<file path="src/verilog/bmc_pkg.sv">
// constants, register indices, field positions and types of the basic mode control bank
// assumes a 40 MHz core clock and an APB register port with word-aligned registers
package bmc_pkg;

	// ----------------------------------------------------------------
	// timing
	// ----------------------------------------------------------------
	localparam int unsigned CLK_PERIOD_PS = 25000;                   // 40 MHz core clock
	localparam int unsigned SWRST_TIME_NS = 2000;                    // software reset length
	localparam int unsigned SWRST_CYCLES  =
		(SWRST_TIME_NS * 1000 + CLK_PERIOD_PS - 1) / CLK_PERIOD_PS; // least time, rounded up
	localparam int unsigned SWRST_CW      = 8;

	// ----------------------------------------------------------------
	// apb layout: byte address = 4 * register index
	// ----------------------------------------------------------------
	localparam int unsigned ADDR_W     = 8;
	localparam logic [5:0]  IDX_BMC    = 6'h00; // basic_mode_control
	localparam logic [5:0]  IDX_TPC    = 6'h1B; // test_pattern_selftest_control
	localparam logic [5:0]  IDX_RSV_1C = 6'h1C; // reserved_1c
	localparam logic [5:0]  IDX_EDC    = 6'h1D; // energy_detect_control
	localparam logic [5:0]  IDX_RSV_1E = 6'h1E; // reserved_1e_1f, first word
	localparam logic [5:0]  IDX_RSV_1F = 6'h1F; // reserved_1e_1f, second word
	localparam logic [5:0]  IDX_EVS    = 6'h20; // link_event_status

	// ----------------------------------------------------------------
	// basic_mode_control fields
	// ----------------------------------------------------------------
	localparam int unsigned BMC_SWRST   = 15;
	localparam int unsigned BMC_LOOP    = 14;
	localparam int unsigned BMC_SPEED   = 13;
	localparam int unsigned BMC_AN_EN   = 12;
	localparam int unsigned BMC_PDOWN   = 11;
	localparam int unsigned BMC_ISO     = 10;
	localparam int unsigned BMC_AN_RST  = 9;
	localparam int unsigned BMC_DUPLEX  = 8;
	localparam int unsigned BMC_COLTEST = 7;
	localparam logic [15:0] BMC_RW_MASK = 16'h7D80;
	localparam logic [15:0] BMC_RST_VAL = 16'h0000;

	// ----------------------------------------------------------------
	// test_pattern_selftest_control and energy_detect_control fields
	// ----------------------------------------------------------------
	localparam logic [15:0] TPC_RW_MASK = 16'h0037;
	localparam logic [15:0] TPC_RST_VAL = 16'h0000;
	localparam int unsigned TPC_CNT_LSB = 8;
	localparam logic [7:0]  TPC_CNT_MAX = 8'hFF;
	localparam logic [15:0] EDC_RW_MASK = 16'hF8FF;
	localparam logic [15:0] EDC_RST_VAL = 16'h0000;
	localparam int unsigned EDC_PWR     = 10;
	localparam int unsigned EDC_ERR_MET = 9;

	// ----------------------------------------------------------------
	// link_event_status fields
	// ----------------------------------------------------------------
	localparam logic [15:0] EVS_PERM_VAL = 16'h7800;
	localparam int unsigned EVS_LINK     = 0;

	// bank sequencing, one-hot
	typedef enum logic [2:0] {
		ST_INIT  = 3'b001,
		ST_RUN   = 3'b010,
		ST_SWRST = 3'b100
	} bmc_state_t;

endpackage

</file>
<file path="src/verilog/bmc_mode_if.sv">
// mode lines from the register bank to the data path
// assumes both ends run on the same core clock
`timescale 1ns/1ps
interface bmc_mode_if;
	logic loopback;
	logic isolate;
	logic power_down;

	modport ctl  (output loopback, output isolate, output power_down);
	modport path (input  loopback, input  isolate, input  power_down);
endinterface

</file>
<file path="src/verilog/bmc_regs.sv">
// basic mode control register bank with apb slave and mii steering
// assumes apb master on core_clk; strap and status inputs synchronous to core_clk
//
// Functional notes
// - writing one to bit 15 resets; reads one until done, then restraps.
// - bit 14 loops mii transmit data back to mii receive.
// - with negotiation off, bit 13 selects 100 Mb/s (1) or 10 Mb/s (0).
// - bit 12 on ignores bits 13 and 8; off lets them rule.
// - negotiation enable loads from its strap pin at reset.
// - bit 11 powers down; register access keeps working.
// - bit 10 isolates the port from the mii; management stays alive.
// - clear-on-read fields return their value, then clear after the read.
// - latched-low fields drop on event and stay low until read.
// - latched-high fields rise on event and stay high until read.
// - self-clearing fields follow their event and clear when it ends.
// - permanent read-only fields keep their value; writes do nothing.
// - with negotiation off, bit 8 selects full (1) or half (0) duplex.
// - bit 9 restarts negotiation, clears once started, ignored when off.
//
// The implementer's own choice: the APB slave port.
`timescale 1ns/1ps
module bmc_regs #(
	parameter int unsigned DW = 4
) (
	input  wire logic                       core_clk,
	input  wire logic                       nrst,
	// apb slave
	input  wire logic                       psel,
	input  wire logic                       penable,
	input  wire logic                       pwrite,
	input  wire logic [bmc_pkg::ADDR_W-1:0] paddr,
	input  wire logic [31:0]                pwdata,
	input  wire logic [3:0]                 pstrb,
	output logic [31:0]                     prdata,
	output logic                            pready,
	output logic                            pslverr,
	// straps
	input  wire logic                       strap_an_en,
	input  wire logic                       strap_speed_100,
	input  wire logic                       strap_full_duplex,
	// negotiation engine
	input  wire logic                       an_speed_100,
	input  wire logic                       an_full_duplex,
	input  wire logic                       an_started,
	output logic                            an_enable,
	output logic                            an_restart,
	// status events
	input  wire logic                       link_up,
	input  wire logic                       selftest_err,
	input  wire logic                       ed_err_met,
	input  wire logic                       ed_pwr_state,
	// mode outputs
	output logic                            soft_reset,
	output logic                            speed_100,
	output logic                            full_duplex,
	output logic                            power_down,
	output logic                            coll_test,
	output logic [5:0]                      test_pattern_ctrl,
	output logic [4:0]                      energy_detect_ctrl,
	// mii data
	input  wire logic                       mii_tx_en,
	input  wire logic [DW-1:0]              mii_txd,
	input  wire logic                       line_rx_dv,
	input  wire logic [DW-1:0]              line_rxd,
	output logic                            mii_rx_dv,
	output logic [DW-1:0]                   mii_rxd,
	output logic                            line_tx_en,
	output logic [DW-1:0]                   line_txd
);
	import bmc_pkg::*;

	// ----------------------------------------------------------------
	// state
	// ----------------------------------------------------------------
	typedef struct packed {
		bmc_state_t          st;
		logic [SWRST_CW-1:0] cnt;
		logic [15:0]         bmc;
		logic [15:0]         tpc;
		logic [15:0]         edc;
		logic [7:0]          errcnt;
		logic                ed_pwr;
		logic [7:0]          snap_cnt;
		logic                snap_met;
		logic                snap_link;
		logic [31:0]         rdata;
		logic                speed_eff;
		logic                dup_eff;
	} bmc_regs_st_t;

	localparam bmc_regs_st_t ST_RESET = '{
		st: ST_INIT, cnt: '0, bmc: BMC_RST_VAL, tpc: TPC_RST_VAL, edc: EDC_RST_VAL,
		errcnt: '0, ed_pwr: 1'b0, snap_cnt: '0, snap_met: 1'b0, snap_link: 1'b0,
		rdata: '0, speed_eff: 1'b0, dup_eff: 1'b0};

	localparam logic [SWRST_CW-1:0] SWRST_LOAD = SWRST_CW'(SWRST_CYCLES - 1);

	bmc_regs_st_t s_r;
	bmc_regs_st_t s_nxt;

	logic       met_flag;
	logic       link_flag;
	logic [5:0] idx;
	logic       misaligned;
	logic       access;
	logic       wr_done;
	logic       rd_done;

	bmc_mode_if mode_if ();

	// ----------------------------------------------------------------
	// helpers
	// ----------------------------------------------------------------
	// register index that answers without error
	function automatic logic is_mapped(input logic [5:0] i);
		is_mapped = (i == IDX_BMC) || (i == IDX_TPC) || (i == IDX_RSV_1C) ||
			(i == IDX_EDC) || (i == IDX_RSV_1E) || (i == IDX_RSV_1F) || (i == IDX_EVS);
	endfunction

	// byte-lane merge of a write into the writable bits only
	function automatic logic [15:0] merge16(input logic [15:0] old, input logic [31:0] wd,
		input logic [3:0] strb, input logic [15:0] mask);
		logic [15:0] v;
		v = old;
		if (strb[0])
			v[7:0] = wd[7:0];
		if (strb[1])
			v[15:8] = wd[15:8];
		merge16 = (v & mask) | (old & ~mask);
	endfunction

	// ----------------------------------------------------------------
	// apb decode
	// ----------------------------------------------------------------
	assign idx        = paddr[7:2];
	assign misaligned = (paddr[1:0] != 2'b00);
	assign access     = psel && penable;
	assign pready     = 1'b1;
	assign pslverr    = access && (misaligned || !is_mapped(idx));
	assign wr_done    = access && pwrite && !pslverr;
	assign rd_done    = access && !pwrite && !pslverr;

	// ----------------------------------------------------------------
	// latched status flags
	// ----------------------------------------------------------------
	// error-met flag is released only if the read saw it set
	bmc_latch #(
		.LATCH_HIGH (1'b1)
	) u_met_latch (
		.core_clk   (core_clk),
		.nrst       (nrst),
		.event_in   (ed_err_met),
		.release_in (rd_done && (idx == IDX_EDC) && s_r.snap_met),
		.flag       (met_flag)
	);

	// link flag is released only if the read saw it low
	bmc_latch #(
		.LATCH_HIGH (1'b0)
	) u_link_latch (
		.core_clk   (core_clk),
		.nrst       (nrst),
		.event_in   (!link_up),
		.release_in (rd_done && (idx == IDX_EVS) && !s_r.snap_link),
		.flag       (link_flag)
	);

	// ----------------------------------------------------------------
	// next state
	// ----------------------------------------------------------------
	always_comb begin
		s_nxt = s_r;
		s_nxt.ed_pwr = ed_pwr_state;
		case (s_r.st)
			// load defaults and sample the straps
			ST_INIT: begin
				s_nxt.bmc              = BMC_RST_VAL;
				s_nxt.bmc[BMC_AN_EN]   = strap_an_en;
				s_nxt.bmc[BMC_SPEED]   = strap_speed_100;
				s_nxt.bmc[BMC_DUPLEX]  = strap_full_duplex;
				s_nxt.tpc              = TPC_RST_VAL;
				s_nxt.edc              = EDC_RST_VAL;
				s_nxt.errcnt           = '0;
				s_nxt.st               = ST_RUN;
			end
			ST_RUN: begin
				// restart clears when the engine starts or negotiation is off
				if (an_started || !s_r.bmc[BMC_AN_EN])
					s_nxt.bmc[BMC_AN_RST] = 1'b0;
				if (wr_done && (idx == IDX_BMC)) begin
					// merge onto the next value so an engine clear of bit 9 survives the write
					s_nxt.bmc = merge16(s_nxt.bmc, pwdata, pstrb, BMC_RW_MASK);
					// a written one wins over the engine's clear
					if (pstrb[1] && pwdata[BMC_AN_RST] && s_nxt.bmc[BMC_AN_EN])
						s_nxt.bmc[BMC_AN_RST] = 1'b1;
					if (pstrb[1] && pwdata[BMC_SWRST]) begin
						s_nxt.bmc[BMC_SWRST] = 1'b1;
						s_nxt.cnt            = SWRST_LOAD;
						s_nxt.st             = ST_SWRST;
					end
				end
				if (wr_done && (idx == IDX_TPC))
					s_nxt.tpc = merge16(s_r.tpc, pwdata, pstrb, TPC_RW_MASK);
				if (wr_done && (idx == IDX_EDC))
					s_nxt.edc = merge16(s_r.edc, pwdata, pstrb, EDC_RW_MASK);
			end
			// hold the reset bit until the count runs out, then restrap
			ST_SWRST: begin
				if (s_r.cnt == '0)
					s_nxt.st = ST_INIT;
				else
					s_nxt.cnt = s_r.cnt - SWRST_CW'(1);
			end
			default: begin
				s_nxt.st = ST_INIT;
			end
		endcase

		// error counter: the read takes away what it returned
		if (rd_done && (idx == IDX_TPC))
			s_nxt.errcnt = s_r.errcnt - s_r.snap_cnt;
		else
			s_nxt.errcnt = (s_r.st == ST_INIT) ? 8'h00 : s_r.errcnt;
		if (selftest_err && (s_nxt.errcnt != TPC_CNT_MAX))
			s_nxt.errcnt = s_nxt.errcnt + 8'h01;

		// read data captured in the setup cycle, returned in the access cycle
		if (psel && !penable) begin
			s_nxt.rdata     = '0;
			s_nxt.snap_cnt  = s_r.errcnt;
			s_nxt.snap_met  = met_flag;
			s_nxt.snap_link = link_flag;
			if (!misaligned) begin
				case (idx)
					IDX_BMC: begin
						s_nxt.rdata[15:0] = s_r.bmc;
					end
					IDX_TPC: begin
						s_nxt.rdata[15:0] = (s_r.tpc & TPC_RW_MASK) |
							{s_r.errcnt, 8'h00};
					end
					IDX_EDC: begin
						s_nxt.rdata[15:0]        = s_r.edc & EDC_RW_MASK;
						s_nxt.rdata[EDC_PWR]     = s_r.ed_pwr;
						s_nxt.rdata[EDC_ERR_MET] = met_flag;
					end
					IDX_EVS: begin
						s_nxt.rdata[15:0]     = EVS_PERM_VAL;
						s_nxt.rdata[EVS_LINK] = link_flag;
					end
					default: begin
						s_nxt.rdata = '0;
					end
				endcase
			end
		end

		// effective speed and duplex
		if (s_r.bmc[BMC_AN_EN]) begin
			s_nxt.speed_eff = an_speed_100;
			s_nxt.dup_eff   = an_full_duplex;
		end else begin
			s_nxt.speed_eff = s_r.bmc[BMC_SPEED];
			s_nxt.dup_eff   = s_r.bmc[BMC_DUPLEX];
		end
	end

	// ----------------------------------------------------------------
	// state register
	// ----------------------------------------------------------------
	always_ff @(posedge core_clk or negedge nrst) begin
		if (!nrst)
			s_r <= ST_RESET;
		else
			s_r <= s_nxt;
	end

	// ----------------------------------------------------------------
	// outputs
	// ----------------------------------------------------------------
	assign prdata             = s_r.rdata;
	assign soft_reset         = (s_r.st != ST_RUN);
	assign an_enable          = s_r.bmc[BMC_AN_EN];
	assign an_restart         = s_r.bmc[BMC_AN_RST];
	assign speed_100          = s_r.speed_eff;
	assign full_duplex        = s_r.dup_eff;
	assign power_down         = s_r.bmc[BMC_PDOWN];
	assign coll_test          = s_r.bmc[BMC_COLTEST];
	assign test_pattern_ctrl  = s_r.tpc[5:0] & TPC_RW_MASK[5:0];
	assign energy_detect_ctrl = s_r.edc[15:11];

	// mode lines to the data path
	assign mode_if.loopback   = s_r.bmc[BMC_LOOP];
	assign mode_if.isolate    = s_r.bmc[BMC_ISO];
	assign mode_if.power_down = s_r.bmc[BMC_PDOWN];

	// ----------------------------------------------------------------
	// data path
	// ----------------------------------------------------------------
	bmc_mii_path #(
		.DW (DW)
	) u_path (
		.core_clk   (core_clk),
		.nrst       (nrst),
		.mode       (mode_if),
		.mii_tx_en  (mii_tx_en),
		.mii_txd    (mii_txd),
		.line_rx_dv (line_rx_dv),
		.line_rxd   (line_rxd),
		.mii_rx_dv  (mii_rx_dv),
		.mii_rxd    (mii_rxd),
		.line_tx_en (line_tx_en),
		.line_txd   (line_txd)
	);
endmodule

</file>
<file path="src/verilog/bmc_latch.sv">
// one latched status flag, latched-high or latched-low
// assumes event and release are synchronous to core_clk
`timescale 1ns/1ps
module bmc_latch #(
	parameter bit LATCH_HIGH = 1'b1
) (
	input  wire logic core_clk,
	input  wire logic nrst,
	input  wire logic event_in,
	input  wire logic release_in,
	output logic      flag
);
	import bmc_pkg::*;

	typedef struct packed {
		logic flag;
	} bmc_latch_st_t;

	bmc_latch_st_t s_r;
	bmc_latch_st_t s_nxt;

	// event wins over the read that releases the flag
	always_comb begin
		s_nxt = s_r;
		if (LATCH_HIGH) begin
			if (release_in)
				s_nxt.flag = 1'b0;
			if (event_in)
				s_nxt.flag = 1'b1;
		end else begin
			if (release_in)
				s_nxt.flag = 1'b1;
			if (event_in)
				s_nxt.flag = 1'b0;
		end
	end

	// state register
	always_ff @(posedge core_clk or negedge nrst) begin
		if (!nrst)
			s_r <= '0;
		else
			s_r <= s_nxt;
	end

	assign flag = s_r.flag;
endmodule

</file>
<file path="src/verilog/bmc_mii_path.sv">
// mii data steering for loopback, isolate and power down
// assumes transmit and line receive data are synchronous to core_clk
`timescale 1ns/1ps
module bmc_mii_path #(
	parameter int unsigned DW = 4
) (
	input  wire logic          core_clk,
	input  wire logic          nrst,
	bmc_mode_if.path           mode,
	input  wire logic          mii_tx_en,
	input  wire logic [DW-1:0] mii_txd,
	input  wire logic          line_rx_dv,
	input  wire logic [DW-1:0] line_rxd,
	output logic               mii_rx_dv,
	output logic [DW-1:0]      mii_rxd,
	output logic               line_tx_en,
	output logic [DW-1:0]      line_txd
);
	import bmc_pkg::*;

	typedef struct packed {
		logic          rx_dv;
		logic [DW-1:0] rxd;
		logic          tx_en;
		logic [DW-1:0] txd;
	} bmc_path_st_t;

	bmc_path_st_t s_r;
	bmc_path_st_t s_nxt;

	// quiet both sides when isolated or powered down, else loop or pass
	always_comb begin
		s_nxt = '0;
		if (!(mode.isolate || mode.power_down)) begin
			if (mode.loopback) begin
				s_nxt.rx_dv = mii_tx_en;
				s_nxt.rxd   = mii_txd;
			end else begin
				s_nxt.rx_dv = line_rx_dv;
				s_nxt.rxd   = line_rxd;
				s_nxt.tx_en = mii_tx_en;
				s_nxt.txd   = mii_txd;
			end
		end
	end

	// state register
	always_ff @(posedge core_clk or negedge nrst) begin
		if (!nrst)
			s_r <= '0;
		else
			s_r <= s_nxt;
	end

	assign mii_rx_dv  = s_r.rx_dv;
	assign mii_rxd    = s_r.rxd;
	assign line_tx_en = s_r.tx_en;
	assign line_txd   = s_r.txd;
endmodule

</file>
<file path="config.mk">
export PLATFORM = sky130hd
export DESIGN_NAME = bmc_regs
export DESIGN_NICKNAME = d
export VERILOG_FILES = /design/src/verilog/bmc_pkg.sv /design/src/verilog/bmc_mode_if.sv /design/src/verilog/bmc_regs.sv /design/src/verilog/bmc_latch.sv /design/src/verilog/bmc_mii_path.sv
export SDC_FILE = /design/constraint.sdc
export NUM_CORES = 1
export LEC_CHECK = 0
export BUFFER_PORTS_ARGS = -buffer_cell sky130_fd_sc_hd__buf_2
export CAP_MARGIN = 20
export CORE_MARGIN = 2
export CORE_UTILIZATION = 54
export CTS_BUF_LIST = sky130_fd_sc_hd__clkbuf_2 sky130_fd_sc_hd__clkbuf_4 sky130_fd_sc_hd__clkbuf_8
export CTS_CLUSTER_DIAMETER = 150
export DETAILED_ROUTE_END_ITERATION = 10
export HOLD_SLACK_MARGIN = 0.06
export PLACE_DENSITY = 0.92
export SETUP_SLACK_MARGIN = 0.05
export SYNTH_ARGS = -nofsm -noshare
export SYNTH_HDL_FRONTEND = slang
export SYNTH_HIERARCHICAL = 1
export SYNTH_SLANG_ARGS = --single-unit
</file>
<file path="constraint.sdc">
create_clock -name core_clk -period 3.1 [get_ports core_clk]
set_input_delay 0.31 -clock core_clk [delete_from_list [all_inputs] [get_ports core_clk]]
set_output_delay 0.31 -clock core_clk [all_outputs]
set_load 0.01 [all_outputs]
</file>
==> run summary, run 1 <==
The H-tree generated during clock tree synthesis spans 3 levels. For the finished layout, the period the worst path requires is 2.75 ns. The number of buffers created by CTS is 9, and the global-route wire length before repair is 18.5 mm. CTS placed an instance of clkbuf_8 at the clock tree root. The number of global-route vias before repair is 3,783, and the mean number of vias per cell is 5.86.

The net count of the finished layout is 625. The tools report the startpoint kind of the worst setup timing path as a flop. TritonCTS built the clock tree. During I/O placement, the number of pins put on the boundary was 131.

Averaged over all synthesized cells, the footprint is 9.95 sq um. The run gives 0.413 as the sequential fraction of design power. The area of the core was 0.00859 sq mm; the maximum fanout along the worst path was 5. The first-pass iteration count of the detailed router was 8. The end-of-flow core utilization was 0.620. The logs give 0.268 for the part of the power in the clock network and 69 for the distinct cell type count of the synthesized netlist. After legalization and detailed placement, the total HPWL measured 8.28 mm. Compared with the post-synthesis result, the final layout area differs by 12.7%. For the global-route track usage on met3, the log shows 0.0568. The effective utilization at floorplan came out at 0.550.

The run gives 3,865 as the via count. Number of diodes: 0. The relative contribution of combinational cells to total power was 0.319.

The logs give 0.00980 ns for the setup clock skew after layout and 448 uV for the maximum resistive drop on vdd. The critical path in this run is classified as flop to flop. The share of the clock period used by the worst path after layout is 0.886.

The run finished with clean final reports. The run gives 0.36 ns as the insertion delay of the later-clocked pin in the worst-skew pair. The tightest slew margin relative to the limit was 0.574. The logs give 6 for the number of synthesis warnings and 0 for the number of setup violations in the final report. The initial antenna violation count was 0.

The cell with the most instances on the worst path was inv_1. The share of total power consumed by net switching works out to 0.361. The share of flip-flops with an asynchronous set or reset after synthesis was 1.00. The total leakage power came out at 2.55 nW. After routing, the total negative slack on setup checks comes to 0 ns. The number of cells on the worst hold path was 3. The run gives 0 as the final hold violation count. Setup repair after global routing left no endpoint under its margin.

In the final routed layout, each cell accounts on average for 17.2 um. The worst setup path is captured at a flop. Power per cell area: 649 mW/mm^2.

The hold path startpoint is pwdata[10]. Clock sink count: 87. Worst hold path endpoint: mode_if.isolate.

The synthesized netlist cell count was 475; the number of register bits inferred by synthesis was 87. The met1 usage came out at 0.314. The overall die height is 97.5 um. On the worst path, the slowest cell contributes a delay of 0.45 ns. The floorplan step defined a die boundary enclosing 0.00951 sq mm.

The tools report the total number of placement rows as 34. In the synthesized netlist the dominant register cell turns out to be dfrtp_1. After global routing, the most crowded layer is met2. The number of max-slew violations in the final report is 0, and the max-cap check violation count is 0.

Yosys mapped a number of flops with a built-in enable equal to 0. The final weighted congestion of routability-driven global placement is 0.944, and the aggregate global routing overflow is 0. The number of remaining DRC errors came out at 0.

From left edge to right edge, the die measures 97.5 um. The sequential fraction of the synthesis area was 0.461. Hold is met by 0.140 ns. The analysis attributes to net switching a power of 1.25 mW. The pin count of the biggest net entering global routing was 88.

The share of post-route cells with drive strength above 1 was 0.276. Worst-margin pin slew: 0.633 ns. The critical path goes through inv_1 > ha_1 > inv_1 > fa_1 > xnor2_1 > or2_2 > mux2i_1 > nand2_1 > nor3b_4 > and2_1 > a21oi_1. In this run the critical register-to-register path is launched from s_r[45]. Data arrives at the worst endpoint at 3.00 ns. The mapped netlist covers 0.00472 sq mm. The met2 global-route usage is 0.395, and the maximum clock frequency is 364 MHz.

All-layer global routing usage: 0.241. The library cell contributing the largest single delay on the critical path was dfrtp_1. The type of the most critical hold path is input port to flop. For the post-CTS setup repair buffer count, the log shows 0.

In this run the tool buffered the top-level ports with 94 buffer cells. Clock-pin slew was measured on the worst setup and hold paths at 0.10 ns. The setup check on the worst reg-to-reg path leaves a slack of 0.35 ns. The internal power of the cells totals 2.21 mW. Counting along the longest clock path gives a buffer depth of 2. After detailed routing, the total wire length is 11.4 mm. The logs give 328 for the detailed router's first-iteration violation count and 3.35 ns for the required time of the critical path. The design draws 3.46 mW. The remaining number of nets flagged by the antenna check after routing is 0. The tools report the endpoint of the lowest-slack register-to-register path as s_r[50].

For the worst flop-to-flop path, the logic depth is 11.
## worst max-delay path by stage
stage                     startpoint      end
after floorplan              s_r[45]  s_r[51]
after global placement       s_r[45]  s_r[47]
after detailed placement     s_r[45]  s_r[47]
after CTS                    s_r[45]  s_r[47]
after global routing         s_r[45]  s_r[46]
final                        s_r[45]  s_r[50]
## metrics by stage
stage               setup slack (ns)  area [sq um]  cells
finish                         0.354          5330    659
global route                  0.0808          5330    659
CTS                            0.316          5280    657
detailed placement             0.347          5030    640
global placement               0.451          5030    640
floorplan                      0.682          4780    491
## layout make-up
type | count | area, sq um
clock buffers | 9 | 124
clock inverters | 7 | 115
fillers | 691 | 3270
inverters | 22 | 82.6
multi-input cells | 324 | 2130
flip-flops and latches | 87 | 2180
well taps | 108 | 135
repair buffers | 102 | 558
## routing by layer
layer | wire length [um] | vias to the layer above
met4 | 253 | 0
li1 | - | 1772
met3 | 936 | 26
met5 | 0 | -
met2 | 5560 | 213
met1 | 4600 | 1854
## layout by cell type, fill, tap and decap left out, types with 3 or more instances in the layout
cell type and instances:
dfrtp_1 86, inv_1 20, nand3_1 19, a22o_1 19, conb_1 18, o21ai_1 13, and3_1 5, o211ai_1 3
xor2_1 3, ha_1 9, clkbuf_8 9, buf_4 6, nand2b_1 6, buf_2 93, nor4_1 4, and3b_1 3
nor2_1 25, a22oi_1 6, a21oi_1 12, or2_2 5, a21o_1 3, mux2i_1 9, mux2_2 11, and2_1 11
a211oi_1 3, nand2_1 48, a31oi_1 4, nor3_1 6, a222oi_1 7, xnor2_1 3, o21ai_0 28, o31ai_1 3
## Yosys cell counts (3+ instances only)
library cell,number,area (sq um)
o21ai_1,13,65.1
a211oi_1,3,22.5
o31ai_1,3,22.5
a22o_1,19,166
nand2b_1,6,37.5
nor2_1,25,93.8
ha_1,9,113
mux2_2,11,124
xnor2_1,3,26.3
a21oi_1,12,60.1
a22oi_1,6,45.0
nor4_1,4,25.0
and3_1,5,31.3
and2_1,11,68.8
dfrtp_1,86,2150
xor2_1,3,26.3
nand3_1,19,95.1
a21o_1,3,22.5
o21ai_0,28,140
clkbuf_1,9,33.8
nand2_1,48,180
and3b_1,3,26.3
a31oi_1,4,25.0
mux2i_1,9,90.1
nor3_1,6,30.0
a222oi_1,7,70.1
o211ai_1,3,22.5
inv_1,20,75.1
buf_4,46,345
or2_2,5,31.3
## critical path: cells and delay by family, from the launching register on
kind	cells	cell delay, ns
AOI/OAI and AO/OA	1	0.08
buffers and inverters	2	0.15
and+or+nand+nor	4	0.97
DFF	1	0.45
adders and majority gates	2	0.57
xor gates and xnor gates	1	0.17
muxes	1	0.23
## power by group through the flow
stage	registers, mW	clock network (mW)	logic (mW)
floorplan	1.41	0	0.812
global placement	1.43	0	1.01
detailed placement	1.44	0	1.06
CTS	1.42	0.935	1.07
global route	1.44	0.990	1.23
finish	1.43	0.928	1.10
## state kept, by name, summed over array words and instances, names as in the netlist
| register | cells |
|---|---|
| full_duplex | 1 |
| u_path/mii_rx_dv | 1 |
| u_met_latch/flag | 1 |
| speed_100 | 1 |
| power_down | 1 |
| energy_detect_ctrl | 5 |
| prdata | 16 |
| test_pattern_ctrl | 5 |
| u_path/line_tx_en | 1 |
| coll_test | 1 |
| an_enable | 1 |
| u_link_latch/flag | 1 |
| u_path/mii_rxd | 4 |
| mode_if.isolate | 1 |
| u_path/line_txd | 4 |
| an_restart | 1 |
| s_r | 41 |
| mode_if.loopback | 1 |
## repair_timing
action	CTS	global route
hold buffers	1	1
hold endpoints to repair	1	9
setup endpoints to repair	0	2
resized for setup	0	1
## kinds of logic after synthesis
| group | count (synthesis) | share of synthesized area |
|---|---|---|
| AO/OA/AOI/OAI | 114 | 0.169 |
| buffers and inverters | 80 | 0.102 |
| AND/OR/NAND/NOR | 156 | 0.182 |
| flip-flops | 87 | 0.461 |
| other | 2 | 0.00159 |
| multiplexers | 20 | 0.0453 |
| XOR/XNOR | 6 | 0.0111 |
| adder cells (fa/ha/maj) | 10 | 0.0281 |
(Power assumes the default switching activity.)
==> inputs of run 2 (changes only) <==
ABC_AREA = 1   (was default)
CELL_PAD_IN_SITES_DETAIL_PLACEMENT = 1   (was default)
CELL_PAD_IN_SITES_GLOBAL_PLACEMENT = 1   (was default)
CORE_UTILIZATION = 40   (was 54)
PLACE_DENSITY = 0.93   (was 0.92)
==> run summary, run 2 <==
The run finished with clean final reports. The half-perimeter wire length after placement was 11.1 mm (+35%); the layout net count was 791 (+27%). The data arrival time of the worst path is 2.83 ns (-0.17 ns), and the number of synthesized flops with an enable pin is 0 (unchanged). The effective utilization at floorplan is 0.411 (-0.138), and the final hold violation count is 0 (unchanged). Post-CTS setup repair buffer count: 0 (unchanged). The tools report the netlist area before placement as 0.00498 sq mm (+5.5%).

The maximum resistive drop on vdd was 328 uV (-27%). The setup path with the least slack is of type flop to flop. Mean cell area of the mapped netlist: 7.77 sq um (-22%).

Number of diodes: 0 (unchanged). Type of the most critical hold path: input port to flop. The slowest stage of the critical path belongs to the cell o31ai_1. The worst hold path begins at an_speed_100. Number of port buffers: 94 (unchanged).

The I/O pin total is 131 (unchanged), and the pin count of the biggest net entering global routing is 55 (-38%). The dominant cell type by area after synthesis is dfrtp_1. In the layout the commonest cells are nand2_1 (171), buf_2 (93), dfrtp_1 (86), inv_1 (83), o21ai_0 (55). The global-route wire length before repair came out at 23.2 mm (+26%).

The maximum clock frequency was 385 MHz (+5.7%). The worst-margin pin slew was 1.00 ns (+0.372 ns); the die extent in x was 116 um (+19%). The time the worst path needs with I/O delays and setup was 2.60 ns (-0.148 ns). Ranked by instance count, the synthesized netlist is headed by nand2_1 (171), dfrtp_1 (86), inv_1 (83).

The parity-gate share of the synthesized area counting xor and xnor cells works out to 0.0123 (+0.00118). The clock input transition at the sequential cells of the worst setup and hold paths works out to 0.10 ns (about the same). The maximum buffer depth of the clock tree is 2 (unchanged), and the number of remaining DRC errors is 0 (unchanged). The fill cell total of the finished layout came out at 1,559 (+130%). The final total negative setup slack was 0 ns (unchanged). The run gives 0 (unchanged) as the aggregate global routing overflow. The total leakage power is 3.01 nW (+18%). The power per cell area is 597 mW/mm^2 (-8.0%). The run gives 6 (unchanged) as the number of synthesis warnings.

The cell that appears most often on the critical path is inv_1. The tightest slew margin relative to the limit came out at 0.328 (-0.247). The worst register-to-register path begins at s_r[111]. The mean number of vias per cell is 5.02 (-14%), and the via count is 4,443 (+15%).

The all-layer global routing usage was 0.223 (-0.0174); the number of global-route vias before repair was 4,808 (+27%). The total number of placement rows was 40 (+18%). The commonest non-fill, non-tap cell in the layout is nand2_1. The detailed router's first-iteration violation count is 196 (-40%).

Worst hold path endpoint: speed_100. The initial antenna violation count is 0 (unchanged). The run gives 14.0 mm (+24%) as the total length of routed wires. For the die footprint, the log shows 0.0134 sq mm (+41%). The number of setup violations in the final report was 0 (unchanged); the flip-flop count of the largest register after layout was 41 (unchanged). Top flip-flop cell by instance count after synthesis: dfrtp_1. For the insertion delay of the later-clocked pin in the worst-skew pair, the log shows 0.38 ns (+0.02 ns).

Number of register bits inferred by synthesis: 87 (unchanged). The area of the core is 0.0121 sq mm (+41%), and the distinct cell type count of the synthesized netlist is 46 (-33%). The hold-fix buffer count after cts was 2 (+1). Combinational family with the most area after synthesis: simple AND/OR/NAND/NOR gates. The first-pass iteration count of the detailed router was 4 (-4). The average wire length per cell after detail routing came out at 15.9 um (-8.0%).

Post-cts resize count: 0 (unchanged). nand2_1 is the most common cell in the netlist. The startpoint kind of the worst setup timing path was a flop. Yosys attributes the largest share of cell area to dfrtp_1 (43%), nand2_1 (13%), buf_4 (6.8%), inv_1 (6.3%), o21ai_0 (5.5%). The number of cells on the worst hold path was 3 (unchanged). The overall die height came out at 116 um (+19%). In this run the critical register-to-register path is captured at s_r[59]. The share of flip-flops with an asynchronous set or reset after synthesis was 1.00 (unchanged).

The register with the most flip-flops in the final layout is s_r. Synthesized-area fraction occupied by and/or/nand/nor cells: 0.259 (+0.0767). The tools report the element type at the critical path end as a flop. The total power draw was 3.34 mW (-3.2%). The signal on the critical path passes through nor3_1 > inv_1 > o31ai_1 > inv_1 > nor2_1 > o21ai_0. The delay of the slowest critical-path stage works out to 0.56 ns (+0.11 ns).

Number of buffers created by CTS: 9 (unchanged). The share of post-route cells with drive strength above 1 was 0.206 (-0.0694); the share of the synthesized area in compound gates (AO/OA/AOI/OAI) was 0.119 (-0.0502). The maximum fanout along the worst path was 12 (+7). For the max-cap check violation count, the log shows 0 (unchanged). Setup slack of the worst register-to-register path: 0.50 ns (+0.15 ns). The sequential fraction of the synthesis area is 0.437 (-0.0240), and the number of max-slew violations in the final report is 0 (unchanged). Fraction of synthesized cell area taken by the top area cell type: 0.432 (-0.0237). The post-synthesis mux area share works out to 0 (-0.0453). The remaining number of nets flagged by the antenna check after routing is 0 (unchanged). The share of the clock period used by the worst path after layout was 0.838 (-0.0477). The cell sitting at the root of the clock tree is a clkbuf_8. The tools report the required time of the critical path as 3.33 ns (-0.02 ns). Cell count of the worst reg-to-reg path: 6 (-5). The synthesis-to-finish area growth came out at 12.4%. The tools report the setup clock skew after layout as 0.0160 ns (+0.00617 ns).

The logs give 3 (unchanged) for the number of levels in the clock H-tree and 0.912 (-3.3%) for the final weighted congestion of routability-driven global placement. The adder-cell share of the synthesized area works out to 0.0266 (-0.00146). Synthesized netlist cell count: 641 (+35%). Setup repair after global routing left no endpoint under its margin.

The run gives 87 (unchanged) as the clock sink count. TritonCTS built the clock tree.
==> run 2: power by group <==
group	total, mW	switching, mW	internal (mW)	leakage [nW]
Sequential	1.41	0.112	1.30	1.13
Clock	0.829	0.442	0.387	0.0978
Combinational	1.11	0.744	0.363	1.78
Total	3.34	1.30	2.05	3.01
==> run 2: logic make-up (layout without fill, tap and decap cells) <==
| group | Yosys count | count (layout) |
|---|---|---|
| simple gates | 289 | 289 |
| buf+inv | 145 | 205 |
| compound gates | 101 | 101 |
| flops | 87 | 87 |
| fa+ha+maj | 10 | 10 |
| xor+xnor | 7 | 7 |
| other cells | 2 | 18 |
==> run 2: layout make-up <==
class | count | area (sq um) | share of cell area
flip-flops and latches | 87 | 2180 | 0.389
clock buffers | 10 | 131 | 0.0235
inverters | 86 | 323 | 0.0577
well taps | 168 | 210 | 0.0375
clock inverters | 6 | 70.1 | 0.0125
multi-input cells | 425 | 2140 | 0.382
repair buffers | 103 | 546 | 0.0974
==> run 2: worst max path at each step <==
stage               depth (start not counted)       to  slack [ns]      from
finish                                      6  s_r[59]        0.50  s_r[111]
global route                                6  s_r[59]        0.22  s_r[111]
CTS                                         6  s_r[59]        0.49  s_r[111]
detailed placement                         12  s_r[59]        0.50  paddr[6]
global placement                           11  s_r[59]        0.66  paddr[3]
floorplan                                  15  s_r[51]        0.98   s_r[45]
==> run 2: stage by stage <==
stage	cell area (sq um)	util	cells	setup slack, ns	hold slack, ns
final	5600	0.462	885	0.501	0.130
after global routing	5600	0.462	885	0.222	0.141
after CTS	5600	0.462	885	0.491	0.117
after detailed placement	5380	0.444	867	0.500	0.406
after global placement	5380	0.444	867	0.664	0.389
after floorplan	5040	-	657	0.983	0.0144
==> run 2: critical path: cells and delay by family (launching register included) <==
family | cells | cell delay [ns]
DFF | 1 | 0.41
and+or+nand+nor | 2 | 0.84
AOI/OAI and AO/OA | 2 | 0.72
buffers and inverters | 2 | 0.51
==> run 2: per-layer routing <==
layer / global-route usage / wire, um / vias up
li1: - / - / 2120
met2: 0.402 / 7160 / 108
met3: 0.0371 / 685 / 17
met4: 0.0762 / 248 / 0
met1: 0.272 / 5940 / 2198
met5: 0 / 0 / -
